==> src/design/csta_pkg.sv <==
package csta_pkg;

	// Ownership semaphore codes
	localparam logic [1:0] SEM_RESET = 2'h0;
	localparam logic [1:0] SEM_SECONDARY = 2'h1;
	localparam logic [1:0] SEM_PRIMARY = 2'h2;
	localparam logic [1:0] SEM_RELEASED = 2'h3;

	// Clock divider field inside the test clock configuration word
	localparam int DIV_LSB = 18;
	localparam int DIV_MSB = 19;
	localparam logic [1:0] DIV_FULL = 2'h0;
	localparam logic [1:0] DIV_HALF = 2'h1;
	localparam logic [1:0] DIV_QUARTER = 2'h2;

	// Re-entry address and reserved block size after a test reset
	localparam logic [15:0] REENTRY_ADDR = 16'h0000;
	localparam logic [15:0] REENTRY_WORDS = 16'h0020;

	// Status word bit positions
	localparam int ST_PATTERN_DONE = 0;
	localparam int ST_SEQ_DONE = 1;
	localparam int ST_TRAP = 2;
	localparam int ST_SIG_FAIL = 3;
	localparam int ST_INT_COMP_FAIL = 4;
	localparam int ST_TIMEOUT = 5;
	localparam int ST_OVERRUN = 6;
	localparam logic [7:0] STATUS_RESET = 8'h00;

	// Default micro-run budget and micro-run length
	localparam logic [15:0] RUN_BUDGET_RESET = 16'h02EE;
	localparam logic [15:0] MICRO_CYCLES = 16'h0100;

	// Semaphore write request from one core
	typedef struct packed {
		logic wr;
		logic [1:0] val;
	} csta_sem_req_t;

	// Pass and fail results reported by the scan engine at the end of a micro-run
	typedef struct packed {
		logic pattern_done;
		logic seq_done;
		logic sig_fail;
		logic int_comp_fail;
		logic timeout;
	} csta_result_t;

endpackage

==> src/design/csta_top.sv <==
`timescale 1ns/1ps
module csta_top import csta_pkg::*; (
	// Clock and reset
	input wire logic mclk,
	input wire logic rst_b,
	// Semaphore writes from the two cores
	input wire csta_sem_req_t primary_core_sem,
	input wire csta_sem_req_t secondary_core_sem,
	// Micro-run requests from the two cores
	input wire logic primary_core_start,
	input wire logic secondary_core_start,
	// Configuration
	input wire logic [31:0] test_clock_divider_config,
	input wire logic [15:0] run_budget,
	// Scan engine result, valid with result_valid
	input wire logic result_valid,
	input wire csta_result_t result,
	// Trap request arriving from the system
	input wire logic ext_trap,
	// Semaphore and grant state
	output logic [1:0] sem_state,
	output logic primary_core_grant,
	output logic secondary_core_grant,
	// Run control
	output logic micro_busy,
	output logic primary_core_hold,
	output logic secondary_core_hold,
	output logic test_reset,
	output logic [15:0] reentry_addr,
	// Status and traps
	output logic [7:0] status,
	output logic primary_core_trap,
	output logic secondary_core_trap
);

	// Run sequencer states
	typedef enum logic [1:0] {
		IDLE,
		RUN,
		REENTER
	} csta_run_t;

	// Whole block state
	typedef struct packed {
		logic [1:0] sem;
		csta_run_t run;
		logic owner_sec;
		logic [15:0] cyc;
		logic [15:0] runs;
		logic [7:0] status;
		logic trap_p;
		logic trap_s;
		logic test_reset;
		logic [1:0] trap_sync;
		logic [15:0] reentry;
		// Registered copies of the decoded outputs
		logic grant_p;
		logic grant_s;
		logic busy;
		logic hold_p;
		logic hold_s;
	} csta_state_t;

	csta_state_t st;
	csta_state_t next_st;
	logic tick;

	// Divider for micro-run pacing
	csta_clk_div u_div (
		.mclk(mclk),
		.rst_b(rst_b),
		.div_sel(test_clock_divider_config[DIV_MSB:DIV_LSB]),
		.tick(tick)
	);

	// Primary may write unless secondary owns
	function automatic logic prim_may_write(input logic [1:0] s);
		return s != SEM_SECONDARY;
	endfunction

	// Secondary may write unless primary owns
	function automatic logic sec_may_write(input logic [1:0] s);
		return s != SEM_PRIMARY;
	endfunction

	// Resource access per core
	function automatic logic prim_access(input logic [1:0] s);
		return (s == SEM_RESET) || (s == SEM_PRIMARY);
	endfunction

	function automatic logic sec_access(input logic [1:0] s);
		return s == SEM_SECONDARY;
	endfunction

	// Next-state logic
	always_comb begin
		next_st = st;
		// Trap pin passes two flops
		next_st.trap_sync = {st.trap_sync[0], ext_trap};
		next_st.test_reset = 1'b0;
		// Semaphore writes; primary wins a same-cycle collision unless secondary owns
		if (primary_core_sem.wr && prim_may_write(st.sem)) begin
			next_st.sem = primary_core_sem.val;
		end else if (secondary_core_sem.wr && sec_may_write(st.sem)) begin
			next_st.sem = secondary_core_sem.val;
		end
		// Blocked writes fall through untouched
		case (st.run)
			IDLE: begin
				// Only the granted core may start, one at a time
				if (primary_core_start && prim_access(st.sem)) begin
					next_st.run = RUN;
					next_st.owner_sec = 1'b0;
					next_st.cyc = '0;
				end else if (secondary_core_start && sec_access(st.sem)) begin
					next_st.run = RUN;
					next_st.owner_sec = 1'b1;
					next_st.cyc = '0;
				end
			end
			RUN: begin
				// Cycle count only advances on divided ticks, so run length scales
				if (tick && st.cyc != MICRO_CYCLES) begin
					next_st.cyc = st.cyc + 16'h0001;
				end
				if (st.trap_sync[1]) begin
					next_st.status[ST_TRAP] = 1'b1;
					next_st.trap_p = 1'b1;
					next_st.trap_s = 1'b1;
					next_st.run = REENTER;
				end else if (result_valid && st.cyc == MICRO_CYCLES) begin
					// Results offered before the last tick are dropped on purpose
					next_st.runs = st.runs + 16'h0001;
					next_st.status[ST_PATTERN_DONE] = result.pattern_done;
					next_st.status[ST_SEQ_DONE] = result.seq_done;
					next_st.status[ST_SIG_FAIL] = st.status[ST_SIG_FAIL] | result.sig_fail;
					next_st.status[ST_INT_COMP_FAIL] = st.status[ST_INT_COMP_FAIL] | result.int_comp_fail;
					next_st.status[ST_TIMEOUT] = st.status[ST_TIMEOUT] | result.timeout;
					if (!result.seq_done && (st.runs + 16'h0001) >= run_budget) begin
						next_st.status[ST_OVERRUN] = 1'b1;
					end
					// Any failure traps both cores, not only the one under test
					if (result.sig_fail || result.int_comp_fail || result.timeout) begin
						next_st.trap_p = 1'b1;
						next_st.trap_s = 1'b1;
					end
					next_st.run = REENTER;
				end
			end
			REENTER: begin
				// Test reset returns the core to the fixed entry
				next_st.test_reset = 1'b1;
				next_st.reentry = REENTRY_ADDR;
				next_st.run = IDLE;
			end
			default: next_st.run = IDLE;
		endcase
		// Releasing the semaphore starts a fresh run count
		if (next_st.sem == SEM_RELEASED && st.sem != SEM_RELEASED) begin
			next_st.runs = '0;
		end
		// Decoded outputs follow the next state so they leave a flop
		next_st.grant_p = prim_access(next_st.sem);
		next_st.grant_s = sec_access(next_st.sem);
		next_st.busy = (next_st.run == RUN);
		next_st.hold_p = (next_st.run == RUN) && !next_st.owner_sec;
		next_st.hold_s = (next_st.run == RUN) && next_st.owner_sec;
	end

	// State register
	always_ff @(posedge mclk or negedge rst_b) begin
		if (!rst_b) begin
			st <= '0;
			st.sem <= SEM_RESET;
			st.run <= IDLE;
			st.status <= STATUS_RESET;
			st.reentry <= REENTRY_ADDR;
			st.grant_p <= 1'b1; // Primary may use the controller at zero
		end else begin
			st <= next_st;
		end
	end

	// Outputs straight from flops
	assign sem_state = st.sem;
	assign primary_core_grant = st.grant_p;
	assign secondary_core_grant = st.grant_s;
	assign micro_busy = st.busy;
	assign primary_core_hold = st.hold_p;
	assign secondary_core_hold = st.hold_s;
	assign test_reset = st.test_reset;
	assign reentry_addr = st.reentry;
	assign status = st.status;
	assign primary_core_trap = st.trap_p;
	assign secondary_core_trap = st.trap_s;

	// Clean end of a micro-run, shared by the result checks
	logic result_taken;
	assign result_taken = (st.run == RUN) && result_valid && (st.cyc == MICRO_CYCLES) && !st.trap_sync[1];

	// Assertions
	// Reset leaves the semaphore at zero
	a_sem_reset_zero: assert property (@(posedge mclk) $rose(rst_b) |-> sem_state == SEM_RESET)
		else $error("semaphore not zero after reset");
	// A write from the blocked core leaves the code alone
	a_blocked_sec_ign: assert property (@(posedge mclk) disable iff (!rst_b)
		(sem_state == SEM_PRIMARY && secondary_core_sem.wr && !primary_core_sem.wr) |=> sem_state == SEM_PRIMARY)
		else $error("blocked secondary write changed semaphore");
	a_blocked_prim_ign: assert property (@(posedge mclk) disable iff (!rst_b)
		(sem_state == SEM_SECONDARY && primary_core_sem.wr && !secondary_core_sem.wr) |=> sem_state == SEM_SECONDARY)
		else $error("blocked primary write changed semaphore");
	// Claims from zero grant the writer alone
	a_prim_claim: assert property (@(posedge mclk) disable iff (!rst_b)
		(sem_state == SEM_RESET && primary_core_sem.wr && primary_core_sem.val == SEM_PRIMARY)
		|=> primary_core_grant && !secondary_core_grant)
		else $error("primary claim not granted");
	a_sec_claim: assert property (@(posedge mclk) disable iff (!rst_b)
		(sem_state == SEM_RESET && secondary_core_sem.wr && !primary_core_sem.wr
		&& secondary_core_sem.val == SEM_SECONDARY) |=> secondary_core_grant && !primary_core_grant)
		else $error("secondary claim not granted");
	a_grant_zero: assert property (@(posedge mclk) disable iff (!rst_b)
		sem_state == SEM_RESET |-> primary_core_grant && !secondary_core_grant)
		else $error("primary not granted at zero");
	// Released code is open to either core
	a_release_any: assert property (@(posedge mclk) disable iff (!rst_b)
		(sem_state == SEM_RELEASED && secondary_core_sem.wr && !primary_core_sem.wr)
		|=> sem_state == $past(secondary_core_sem.val))
		else $error("released semaphore not writable");
	// Never two owners and never two frozen cores
	a_grant_excl: assert property (@(posedge mclk) disable iff (!rst_b)
		!(primary_core_grant && secondary_core_grant))
		else $error("both cores granted");
	a_one_hold: assert property (@(posedge mclk) disable iff (!rst_b)
		!(primary_core_hold && secondary_core_hold))
		else $error("both cores held");
	a_busy_hold: assert property (@(posedge mclk) disable iff (!rst_b)
		micro_busy |-> (primary_core_hold != secondary_core_hold))
		else $error("run without exactly one frozen core");
	// Failure traps reach both cores and stop the run
	a_trap_both: assert property (@(posedge mclk) disable iff (!rst_b)
		$rose(status[ST_TRAP]) |-> primary_core_trap && secondary_core_trap)
		else $error("trap not delivered to both cores");
	a_trap_stops: assert property (@(posedge mclk) disable iff (!rst_b)
		(micro_busy && st.trap_sync[1]) |=> !micro_busy ##1 test_reset)
		else $error("trap did not stop micro-run");
	// Re-entry is a one-cycle pulse at the fixed address
	a_reentry_zero: assert property (@(posedge mclk) disable iff (!rst_b)
		test_reset |-> reentry_addr == REENTRY_ADDR)
		else $error("re-entry address wrong");
	a_reset_pulse: assert property (@(posedge mclk) disable iff (!rst_b)
		test_reset |=> !test_reset)
		else $error("test reset longer than one cycle");
	// Run length scales with the divider
	a_half_len: assert property (@(posedge mclk) disable iff (!rst_b)
		(micro_busy && test_clock_divider_config[DIV_MSB:DIV_LSB] == DIV_HALF && $stable(st.cyc)
		&& st.cyc != MICRO_CYCLES) |=> $changed(st.cyc) || !micro_busy)
		else $error("half rate count stalled");
	a_early_drop: assert property (@(posedge mclk) disable iff (!rst_b)
		(micro_busy && result_valid && st.cyc != MICRO_CYCLES && !st.trap_sync[1]) |=> micro_busy)
		else $error("early result ended the run");
	// Result flags land in the status word
	a_pass_flags: assert property (@(posedge mclk) disable iff (!rst_b)
		result_taken |=> status[ST_PATTERN_DONE] == $past(result.pattern_done)
		&& status[ST_SEQ_DONE] == $past(result.seq_done))
		else $error("completion flags not taken from result");
	a_sig_trap: assert property (@(posedge mclk) disable iff (!rst_b)
		(result_taken && result.sig_fail) |=> status[ST_SIG_FAIL] && primary_core_trap && secondary_core_trap)
		else $error("signature failure not flagged");
	a_overrun_flag: assert property (@(posedge mclk) disable iff (!rst_b)
		(result_taken && !result.seq_done && st.runs >= run_budget - 16'h0001) |=> status[ST_OVERRUN])
		else $error("overrun not flagged");

	// Covers
	c_prim_run: cover property (@(posedge mclk) primary_core_hold ##[1:1000] test_reset);
	c_sec_run: cover property (@(posedge mclk) secondary_core_hold ##[1:1000] test_reset);
	c_trap: cover property (@(posedge mclk) $rose(primary_core_trap));
	c_pass: cover property (@(posedge mclk) status[ST_PATTERN_DONE] && status[ST_SEQ_DONE]);
	c_overrun: cover property (@(posedge mclk) $rose(status[ST_OVERRUN]));

endmodule

==> src/design/csta_clk_div.sv <==
`timescale 1ns/1ps
// Test clock enable generator: full, half or quarter rate
module csta_clk_div import csta_pkg::*; (
	// Clock and reset
	input wire logic mclk,
	input wire logic rst_b,
	// Divider selection
	input wire logic [1:0] div_sel,
	// Enable pulse for the scan engine
	output logic tick
);

	// All state in one struct
	typedef struct packed {
		logic [1:0] cnt;
		logic tick;
	} csta_div_state_t;

	csta_div_state_t st;
	csta_div_state_t next_st;

	// Tick every 1, 2 or 4 cycles
	always_comb begin
		next_st = st;
		next_st.cnt = st.cnt + 2'h1;
		case (div_sel)
			DIV_HALF: next_st.tick = st.cnt[0];
			DIV_QUARTER: next_st.tick = (st.cnt == 2'h3);
			default: next_st.tick = 1'b1;
		endcase
	end

	// State register
	always_ff @(posedge mclk or negedge rst_b) begin
		if (!rst_b) begin
			st <= '0;
		end else begin
			st <= next_st;
		end
	end

	assign tick = st.tick;

endmodule

==> config.mk <==
export PLATFORM = sky130hd
export DESIGN_NAME = csta_top
export DESIGN_NICKNAME = d
export VERILOG_FILES = /design/src/design/csta_pkg.sv /design/src/design/csta_top.sv /design/src/design/csta_clk_div.sv
export SDC_FILE = /design/constraint.sdc
export NUM_CORES = 1
export LEC_CHECK = 0
export ABC_AREA = 0
export CORE_MARGIN = 2
export CORE_UTILIZATION = 30
export CTS_CLUSTER_SIZE = 8
export DETAILED_ROUTE_END_ITERATION = 8
export DONT_BUFFER_PORTS = 1
export HOLD_SLACK_MARGIN = 0.15
export PLACE_DENSITY = 0.53
export SETUP_SLACK_MARGIN = 0.05
export SLEW_MARGIN = 30
export SYNTH_ARGS = -nofsm -noshare
export SYNTH_HDL_FRONTEND = slang
export SYNTH_SLANG_ARGS = --single-unit
==> constraint.sdc <==
create_clock -name mclk -period 2.73 [get_ports mclk]
set_clock_uncertainty 0.05 [all_clocks]
set_input_delay 0.1365 -clock mclk [delete_from_list [all_inputs] [get_ports mclk]]
set_output_delay 0.1365 -clock mclk [all_outputs]
set_load 0.01 [all_outputs]
==> out/summary.md, run 1 <==
• register — Crit. End Element
• 57 — maximum number of pins on one net before global-route repair
• 5 — TritonCTS buffer count
• 0 — final slew viol count
• 365 — gate count of the mapped netlist
• 4.73 mm — HPWL after detailed placement
• 0 — drc violations
• 0 — number of inserted diodes
• 0.157 ns — Final Hold Slack
• dfrtp_1 — most common flop cell mapped by yosys
• 0 — number of buffers inserted by port buffering
• 2389 — total vias in the final route
• dfrtp_1 — leading area contributor after synthesis
• 56 — flip-flop and latch count after synthesis
• 0.27 ns — worst-case register-to-register setup slack
• clkbuf_8 — clock tree root buffer cell
• primary_core_start — startpoint of the worst hold path
• 0.745 — routability congestion estimate
• register to register — crit path kind
• 1.00 — share of flip-flops with an asynchronous set or reset
• 11.7% — Layout area overhead
• 0.636 ns — Worst-Margin Slew
• 0.204 — simple-gate share of the synthesized area
• dfrtp_1 — critical-path cell with the highest stage delay
• 0.308 — starting utilization of the core area
• 0.0821 — area share of fa/ha/maj cells after synthesis
• 12000 sq um — area of the die
• 56 — number of sinks driven by the clock tree
• 0.119 — aggregate global-route resource usage
• 0.0817 — complex-gate fraction of the synthesized area
• completed — result of the run
• 0.11 ns — clock transition at the registers of the reported paths
• false — unrepaired setup endpoints after global routing
• 0.418 — sequential area share after synthesis
• 0 — Routed Antenna Nets
• dfrtp_1, nor2_1, buf_4, inv_1, nand2_1 — most frequent cells after synthesis
• st[35] — Worst setup startpoint
• 99 — io pins
• 0 — reported max-cap violation count
• 0 — count of endpoints failing setup in the final report
• 38 — cell row count
• 2421 — via count of the first global-routing pass
• 2 — count of H-tree levels built during CTS
• 2.93 ns — Worst EP required
• 0.0739 — ratio of cells with drive above 1 in the final layout
• status[6] — Worst Setup EP
• 0.900 — final critical-path share of the clock period
• ha_2, nand3_2, or2_1, or2_4, nor2_1, xor2_1, ha_1, nand4_1, buf_4, o21bai_1, a41oi_1 — ordered cell list for the critical path
• 4.60 — vias per inst
• dfrtp_1 — dominant cell by count in the synthesized netlist
• 1.78 nW — leakage component of the power
• 0.576 — Rel. slew slack
• 2.46 ns — final critical delay including setup and external delays
• 6.51 mm — final routed wirelength across all metal layers
• 110 um — die boundary width
• 11.2 mm — first-pass GRT wire length
• 0 — number of endpoints with negative hold slack in the final report
• 0.00634 — portion of netlist area occupied by mux cells
• 0.39 ns — largest incremental delay on the critical path
• 540 nW/um^2 — power per cell area
• 465 — # nets final
• 44 — Netlist cell types
• 519 — final cell count without fillers
• simple AND/OR/NAND/NOR gates — dominant combinational cell family by area after synthesis
• register — critical path launch point type
• 491 — DP Cell Count
• 10900 sq um — placeable core region
• 6 — crit-path max FO
• 2 — maximum buffer depth of the clock tree
• dfrtp_1, ha_1, buf_4 — Synth area leaders
• 0 — synthesis warning total
• st[35] — source of the worst register-to-register timing path
• status[6] — reg-to-reg endpoint
• 9.19 sq um — Post-Synthesis Mean Instance Area
• 12.5 um — wire length per cell
• 11 — R2R cell count
• 0 — initial antenna violation count
• 2.02 mW — post-route total power
• 3350 sq um — Post-Synthesis Cell Area
• primary input to register — class of the worst hold path
• 73 — detailed router's first-iteration violation count
• 110 um — die extent in y
• 407 MHz — highest clock rate
• 0.0993 — share of the synthesized netlist area taken by xor and xnor gates
• yes — clock tree from TritonCTS
• 0.410 — area share of the leading cell type in the synthesized netlist
• 0.000265 V — Worst VDD drop
• 1095 — number of filler instances in the final layout
• 0 — Post-synth EDFFs
• 2.66 ns — critical path arrival
• 4 — Detailed Routing Iterations Pass 1
• 0 — total congestion overflow after global routing
• 0 ns — sum of negative setup slack
• 0.33 ns — worst skew pair latency
[layout make-up]
cell class | count | area (sq um) | share of cell area
tap | 140 | 175 | 0.0468
inverter | 27 | 101 | 0.0271
multi-input combinational | 261 | 1660 | 0.444
timing repair buffer | 27 | 265 | 0.0708
sequential | 56 | 1400 | 0.375
clock buffer | 5 | 68.8 | 0.0184
clock inverter | 3 | 68.8 | 0.0184
[cell families after synthesis]
logic type / count (synthesis)
compound gates: 45
xor+xnor: 38
fa+ha+maj: 22
buf+inv: 64
flops: 56
mux: 2
other cells: 1
simple gates: 137
[critical path: cells and delay by family, from the launching register on]
family | cells | cell delay [ns]
AND/OR/NAND/NOR | 5 | 0.91
AO/OA/AOI/OAI | 2 | 0.29
buffers and inverters | 1 | 0.16
flip-flops | 1 | 0.39
adder cells (fa/ha/maj) | 2 | 0.51
XOR/XNOR | 1 | 0.08
[flip-flops by register name, indices dropped and copies added (netlist names), 2 cells and up]
register   flops
st            36
u_div.st       2
sem_state      2
status         7
[worst min-delay path by stage]
stage                   endpoint  slack (ns)  cells after the start
2_1_floorplan         micro_busy       -0.21                      0
3_3_place_gp   primary_core_trap       -0.20                      0
3_5_place_dp   primary_core_trap       -0.21                      0
4_1_cts               micro_busy        0.15                      3
5_1_grt               micro_busy        0.15                      3
6_report              micro_busy        0.16                      3
[layer usage]
layer | GRT usage | vias to the layer above | wire length [um] | share of wire
li1 | - | 1208 | - | -
met1 | 0.144 | 1131 | 3050 | 0.47
met2 | 0.205 | 42 | 3120 | 0.48
met3 | 0.0308 | 8 | 253 | 0.039
met4 | 0.0416 | 0 | 87 | 0.013
met5 | 0 | - | 0 | 0
[cell usage in the layout, fill, tap and decap left out, drive strengths merged, types with 2 or more instances in the layout]
cell type,count
a21o,5
a21oi,17
and2,2
and3,5
and4,2
buf,10
bufinv,2
clkbuf,5
conb,17
dfrtp,55
dlygate4sd3,17
ha,22
inv,28
nand2,24
nand2b,3
nand3,14
nand4,9
nand4b,2
nor2,42
nor2b,6
nor3,13
nor4,4
nor4b,2
o211ai,2
o21ai,12
o31ai,3
or2,4
or3,2
or4,2
xnor2,21
xor2,17
[where the power goes]
group	internal, mW	leakage, nW	switching [mW]
Clock	0.369	0.0687	0.298
Combinational	0.145	0.969	0.207
Sequential	0.912	0.742	0.0929
[stage by stage]
step,cell area [sq um],worst slack [ns],util
finish,3750,0.273,0.344
global route,3750,0.0755,0.344
CTS,3720,0.141,0.342
detailed placement,3380,0.154,0.311
global placement,3380,0.189,0.311
floorplan,3410,0.225,-
[repair_timing]
| item | CTS | global route |
|---|---|---|
| setup buffers | 0 | 2 |
| endpoints found under the setup margin | 0 | 1 |
| hold buffers | 18 | 0 |
| resized for setup | 0 | 4 |
| endpoints found under the hold margin | 72 | 0 |
Note: power is estimated with default switching activity, not from simulation.
==> run 2, diff against run 1 <==
--- a/config.mk
+++ b/config.mk
@@ -11,6 +11,7 @@
 export CTS_CLUSTER_SIZE = 8
 export DETAILED_ROUTE_END_ITERATION = 8
 export DONT_BUFFER_PORTS = 1
+export GPL_ROUTABILITY_DRIVEN = 0
 export HOLD_SLACK_MARGIN = 0.15
 export PLACE_DENSITY = 0.53
 export SETUP_SLACK_MARGIN = 0.05
==> constraint.sdc (replaced) <==
create_clock -name mclk -period 3.2 [get_ports mclk]
set_clock_uncertainty 0.05 [all_clocks]
set_input_delay 0.16 -clock mclk [delete_from_list [all_inputs] [get_ports mclk]]
set_output_delay 0.16 -clock mclk [all_outputs]
set_load 0.01 [all_outputs]
==> out/summary.md, run 2 (synthesis results as in run 1) <==
• 0.000271 V — Worst VDD drop
• 3350 sq um — placed cell areas
• 0.46 ns — worst-case register-to-register setup slack
• register — critical path launch point type
• 0.45 ns — largest incremental delay on the critical path
• 0.308 — starting utilization of the core area
• 7 — crit-path max FO
• st[34] — source of the worst register-to-register timing path
• 110 um — die extent in y
• 6.43 mm — final routed wirelength across all metal layers
• 12.5 um — wire length per cell
• 0.820 ns — Worst-Margin Slew
• 0.181 — part of the total power dissipated in combinational logic
• 2375 — total vias in the final route
• 110 um — die boundary width
• false — unrepaired setup endpoints after global routing
• 1.75 nW — leakage component of the power
• ha_1, nand3_2, or2_1, or2_1, nor2_1, xor2_1, ha_1, nand4_1, nor3_1, nand2_1, a41oi_1 — ordered cell list for the critical path
• 36 — number of flip-flops under the largest register name
• 11 — R2R cell count
• 9.55% — Layout area overhead
• 2375 — via count of the first global-routing pass
• 2.74 ns — final critical delay including setup and external delays
• 12000 sq um — area of the die
• 0 — Routed Antenna Nets
• status[6] — reg-to-reg endpoint
• primary_core_start — startpoint of the worst hold path
• micro_busy — hold-critical path endpoint
• 0 — worst path buffer plus inverter count
• 0 — drc violations
• 0.0483 — ratio of cells with drive above 1 in the final layout
• 0 — count of endpoints failing setup in the final report
• register — Crit. End Element
• 500 uW — net switching power
• 99 — io pins
• 0 — number of inserted diodes
• yes — clock tree from TritonCTS
• 3670 sq um — area of all placed cells without fillers
• 0.449 — Rel. slew slack
• 0.302 — switching part of the total
• 56 — number of sinks driven by the clock tree
• 80 — detailed router's first-iteration violation count
• 0.302 — share of total power in the clock network
• st x36, status x7 — largest registers
• 0 — CTS resizes
• 0 ns — sum of negative setup slack
• 38 — cell row count
• 0 — reported max-cap violation count
• completed — result of the run
• 11.0 mm — first-pass GRT wire length
• 2 — count of H-tree levels built during CTS
• 365 MHz — highest clock rate
• dfrtp_1 — most frequent standard cell in the layout excluding fill and tap cells
• 0.10 ns — clock transition at the registers of the reported paths
• 0 — initial antenna violation count
• register to register — crit path kind
• 4.63 — vias per inst
• 5 — TritonCTS buffer count
• simple AND/OR/NAND/NOR gates — Top Family by Delay on Critical Path
• 0.116 — aggregate global-route resource usage
• st — Most flops, register
• 3.39 ns — Worst EP required
• dfrtp_1, nor2_1, inv_1 — most frequent cells in the layout
• primary input to register — class of the worst hold path
• 10900 sq um — placeable core region
• 0 — number of buffers inserted by port buffering
• 57 — maximum number of pins on one net before global-route repair
• 0 — number of endpoints with negative hold slack in the final report
• 3 — cell count of the worst hold path
• 1116 — number of filler instances in the final layout
• 1.16 mW — Internal Pwr Total
• 2.93 ns — critical path arrival
• 0 — total congestion overflow after global routing
• 0.855 — final critical-path share of the clock period
• 0.32 ns — worst skew pair latency
• 0 — final slew viol count
• 4 — Detailed Routing Iterations Pass 1
• 459 — # nets final
• 4.60 mm — HPWL after detailed placement
• clkbuf_8 — clock tree root buffer cell
• 2 — maximum buffer depth of the clock tree
• 451 nW/um^2 — power per cell area
• 0.517 — sequential share of power
• dfrtp_1 — critical-path cell with the highest stage delay
-- run 2: changes by cell type in the layout (fill, tap and decap cells not counted), sizes merged --
cell / previous run / this run
bufinv: 2 / 1
clkinv: 0 / 1
buf: 10 / 4
inv: 28 / 27
clkbuf: 5 / 6
-- run 2: layout make-up --
type                            count  area (sq um)  share of cell area
Multi-Input combinational cell    261          1650               0.450
Sequential cell                    56          1400               0.382
Timing Repair Buffer               21           220              0.0599
Tap cell                          140           175              0.0477
Inverter                           27           101              0.0276
Clock buffer                        6          82.6              0.0225
Clock inverter                      2          38.8              0.0106
-- run 2: per-layer routing --
layer	track usage	vias up	routed length, um	share of wire
met4	0.0344	0	64	0.010
met5	0	-	0	0
met2	0.192	43	3050	0.48
li1	-	1197	-	-
met3	0.0338	7	260	0.040
met1	0.147	1128	3050	0.47
-- run 2: per-stage QoR --
step	std cells	setup WS, ns	hold slack (ns)	power (mW)	util
after global routing	513	0.274	0.179	1.77	0.337
after CTS	513	0.435	0.163	1.68	0.337
after floorplan	381	0.695	-0.186	1.08	-
after detailed placement	487	0.454	-0.182	1.12	0.308
final	513	0.463	0.179	1.66	0.337
after global placement	487	0.464	-0.181	1.12	0.308
-- run 2: power groups by stage --
stage               clock (mW)  sequential (mW)  combinational [mW]
finish                   0.501            0.857               0.299
global route             0.557            0.866               0.347
CTS                      0.522            0.858               0.304
detailed placement           0            0.872               0.252
global placement             0            0.871               0.248
floorplan                    0            0.841               0.241
-- run 2: worst max path at each step --
stage                           end  startpoint  cells after the start  slack, ns
after floorplan           status[6]      st[34]                     13       0.69
after global placement    status[6]      st[34]                     11       0.46
after detailed placement  status[6]      st[34]                     11       0.45
after CTS                 status[6]      st[34]                     11       0.44
after global routing      status[6]      st[34]                     11       0.27
final                     status[6]      st[34]                     11       0.46
-- run 2: tightest hold or removal path: stages --
cell and delay (ns):
mux2i_1 0.06, nand2b_1 0.21, nand2_1 0.09
-- run 2: timing repair --
item / CTS / global route
buffers inserted: 0 / 0
hold endpoints to repair: 72 / 0
hold buffers: 18 / 0
==> run 3, diff against run 2 <==
==> constraint.sdc (replaced) <==
create_clock -name mclk -period 2.55 [get_ports mclk]
set_clock_uncertainty 0.05 [all_clocks]
set_input_delay 0.1275 -clock mclk [delete_from_list [all_inputs] [get_ports mclk]]
set_output_delay 0.1275 -clock mclk [all_outputs]
set_load 0.01 [all_outputs]
==> out/summary.md, run 3 (synthesis results as in run 1) <==
• 2 — maximum buffer depth of the clock tree
• simple AND/OR/NAND/NOR gates — Top Family by Delay on Critical Path
• 0 — total congestion overflow after global routing
• 1.81 nW — leakage component of the power
• 99 — io pins
• 0.308 — starting utilization of the core area
• 0.0821 ns — Post-Place Worst Slack
• 0.18 ns — worst-case register-to-register setup slack
• 2 — count of H-tree levels built during CTS
• 1 — worst path buffer plus inverter count
• 2.74 ns — Worst EP required
• dfrtp_1, nor2_1, inv_1 — most frequent cells in the layout
• 0 ns — sum of negative setup slack
• 0.121 — aggregate global-route resource usage
• 529 — final cell count without fillers
• 0.41 ns — largest incremental delay on the critical path
• result[2] — startpoint of the worst hold path
• dfrtp_1 — most frequent standard cell in the layout excluding fill and tap cells
• 0.199 — part of the total power dissipated in combinational logic
• st x36, status x7 — largest registers
• primary_core_trap — hold-critical path endpoint
• 4.77 mm — HPWL after detailed placement
• primary input to register — class of the worst hold path
• 6.77 mm — final routed wirelength across all metal layers
• 4 — cell count of the worst hold path
• dfrtp_1 — critical-path cell with the highest stage delay
• 12000 sq um — area of the die
• 2.56 ns — critical path arrival
• completed — result of the run
• 2469 — total vias in the final route
• 0.542 — sequential share of power
• 0 — initial antenna violation count
• 11 — R2R cell count
• 0.322 — switching part of the total
• 10900 sq um — placeable core region
• ha_4, nand3_4, or2_4, or2_4, nor2_4, xor2_1, ha_1, nand4_1, buf_4, o21bai_1, a41oi_1 — ordered cell list for the critical path
• 0.32 ns — worst skew pair latency
• st — Most flops, register
• 38 — cell row count
• 0.105 — ratio of cells with drive above 1 in the final layout
• register — critical path launch point type
• 0 — drc violations
• 636 uW — net switching power
• 5 — TritonCTS buffer count
• 0.928 — final critical-path share of the clock period
• 3 — crit-path max FO
• 0 — number of buffers inserted by port buffering
• false — unrepaired setup endpoints after global routing
• 36 — number of flip-flops under the largest register name
• 110 um — die extent in y
• 4 — Detailed Routing Iterations Pass 1
• 0 — number of inserted diodes
• status[6] — reg-to-reg endpoint
• 2.37 ns — final critical delay including setup and external delays
• 56 — number of sinks driven by the clock tree
• or2_4 — CP dominant cell by count
• 0 — number of endpoints with negative hold slack in the final report
• 423 MHz — highest clock rate
• 496 — DP Cell Count
• 4.67 — vias per inst
• yes — clock tree from TritonCTS
• 12.8 um — wire length per cell
• 518 nW/um^2 — power per cell area
• 0.184 ns — Worst Slack Setup Final
• 110 um — die boundary width
• register to register — crit path kind
• 0.11 ns — clock transition at the registers of the reported paths
• register — Crit. End Element
• 2511 — via count of the first global-routing pass
• clkbuf_8 — clock tree root buffer cell
• st[34] — source of the worst register-to-register timing path
• 0 — Routed Antenna Nets
• 13.8% — Layout area overhead
• 57 — maximum number of pins on one net before global-route repair
• 0.259 — share of total power in the clock network
• 1149 — number of filler instances in the final layout
• 93 — detailed router's first-iteration violation count
• 0 — count of endpoints failing setup in the final report
• 475 — # nets final
• 11.5 mm — first-pass GRT wire length
• 0 — reported max-cap violation count
• 1.34 mW — Internal Pwr Total
• 0 — final slew viol count
• 0.000264 V — Worst VDD drop
[run 3: cell count changes in the layout (fill, tap and decap cells not counted), moves of 2 or more]
cell	delta
buf_4	+14
or2_1	-3
or2_4	+3
nor2_1	-2
[run 3: area by class of cell]
cell class | count | area, sq um | area share
clock buffers | 5 | 68.8 | 0.0180
clock inverters | 3 | 22.5 | 0.00590
inverters | 27 | 101 | 0.0265
multi-input cells | 261 | 1700 | 0.445
flip-flops and latches | 56 | 1400 | 0.368
well taps | 140 | 175 | 0.0459
repair buffers | 37 | 347 | 0.0908
[run 3: worst register-to-register path: stages (launching register included)]
cell	delay [ns]
dfrtp_1	0.41
ha_4	0.17
nand3_4	0.06
or2_4	0.26
or2_4	0.26
nor2_4	0.08
xor2_1	0.08
ha_1	0.30
nand4_1	0.13
buf_4	0.16
o21bai_1	0.14
a41oi_1	0.20
[run 3: worst max path at each step]
stage,start,to,slack [ns],cells past startpoint
finish,st[34],status[6],0.18,11
global route,st[43],status[6],0.03,11
CTS,st[34],status[6],0.05,11
detailed placement,st[34],status[6],0.08,11
global placement,st[34],status[6],0.10,11
floorplan,st[34],status[6],0.06,13
[run 3: power groups by stage]
stage | registers (mW) | logic, mW | clock network, mW
floorplan | 1.06 | 0.303 | 0
global placement | 1.09 | 0.318 | 0
detailed placement | 1.09 | 0.326 | 0
CTS | 1.07 | 0.398 | 0.533
global route | 1.09 | 0.456 | 0.570
finish | 1.07 | 0.394 | 0.513
[run 3: routing by layer]
metal / GRT usage / up-vias / part of all wire
met1: 0.151 / 1180 / 0.47
met5: 0 / - / 0
met3: 0.0296 / 10 / 0.039
li1: - / 1228 / -
met2: 0.204 / 51 / 0.48
met4: 0.0452 / 0 / 0.017
[run 3: stage by stage]
stage                     power (mW)  area, sq um  hold WS [ns]  utilization
after floorplan                 1.36         3420        -0.218            -
after global placement          1.41         3420        -0.214        0.315
after detailed placement        1.42         3420        -0.214        0.315
after CTS                       2.01         3720         0.154        0.342
after global routing            2.11         3820         0.182        0.351
final                           1.98         3820         0.148        0.351
[run 3: repair_timing]
action                     CTS  global route
hold endpoints to repair    74             0
buffers inserted             0             6
gates resized for setup      0            12
hold buffers                19             0
setup endpoints to repair    0             1
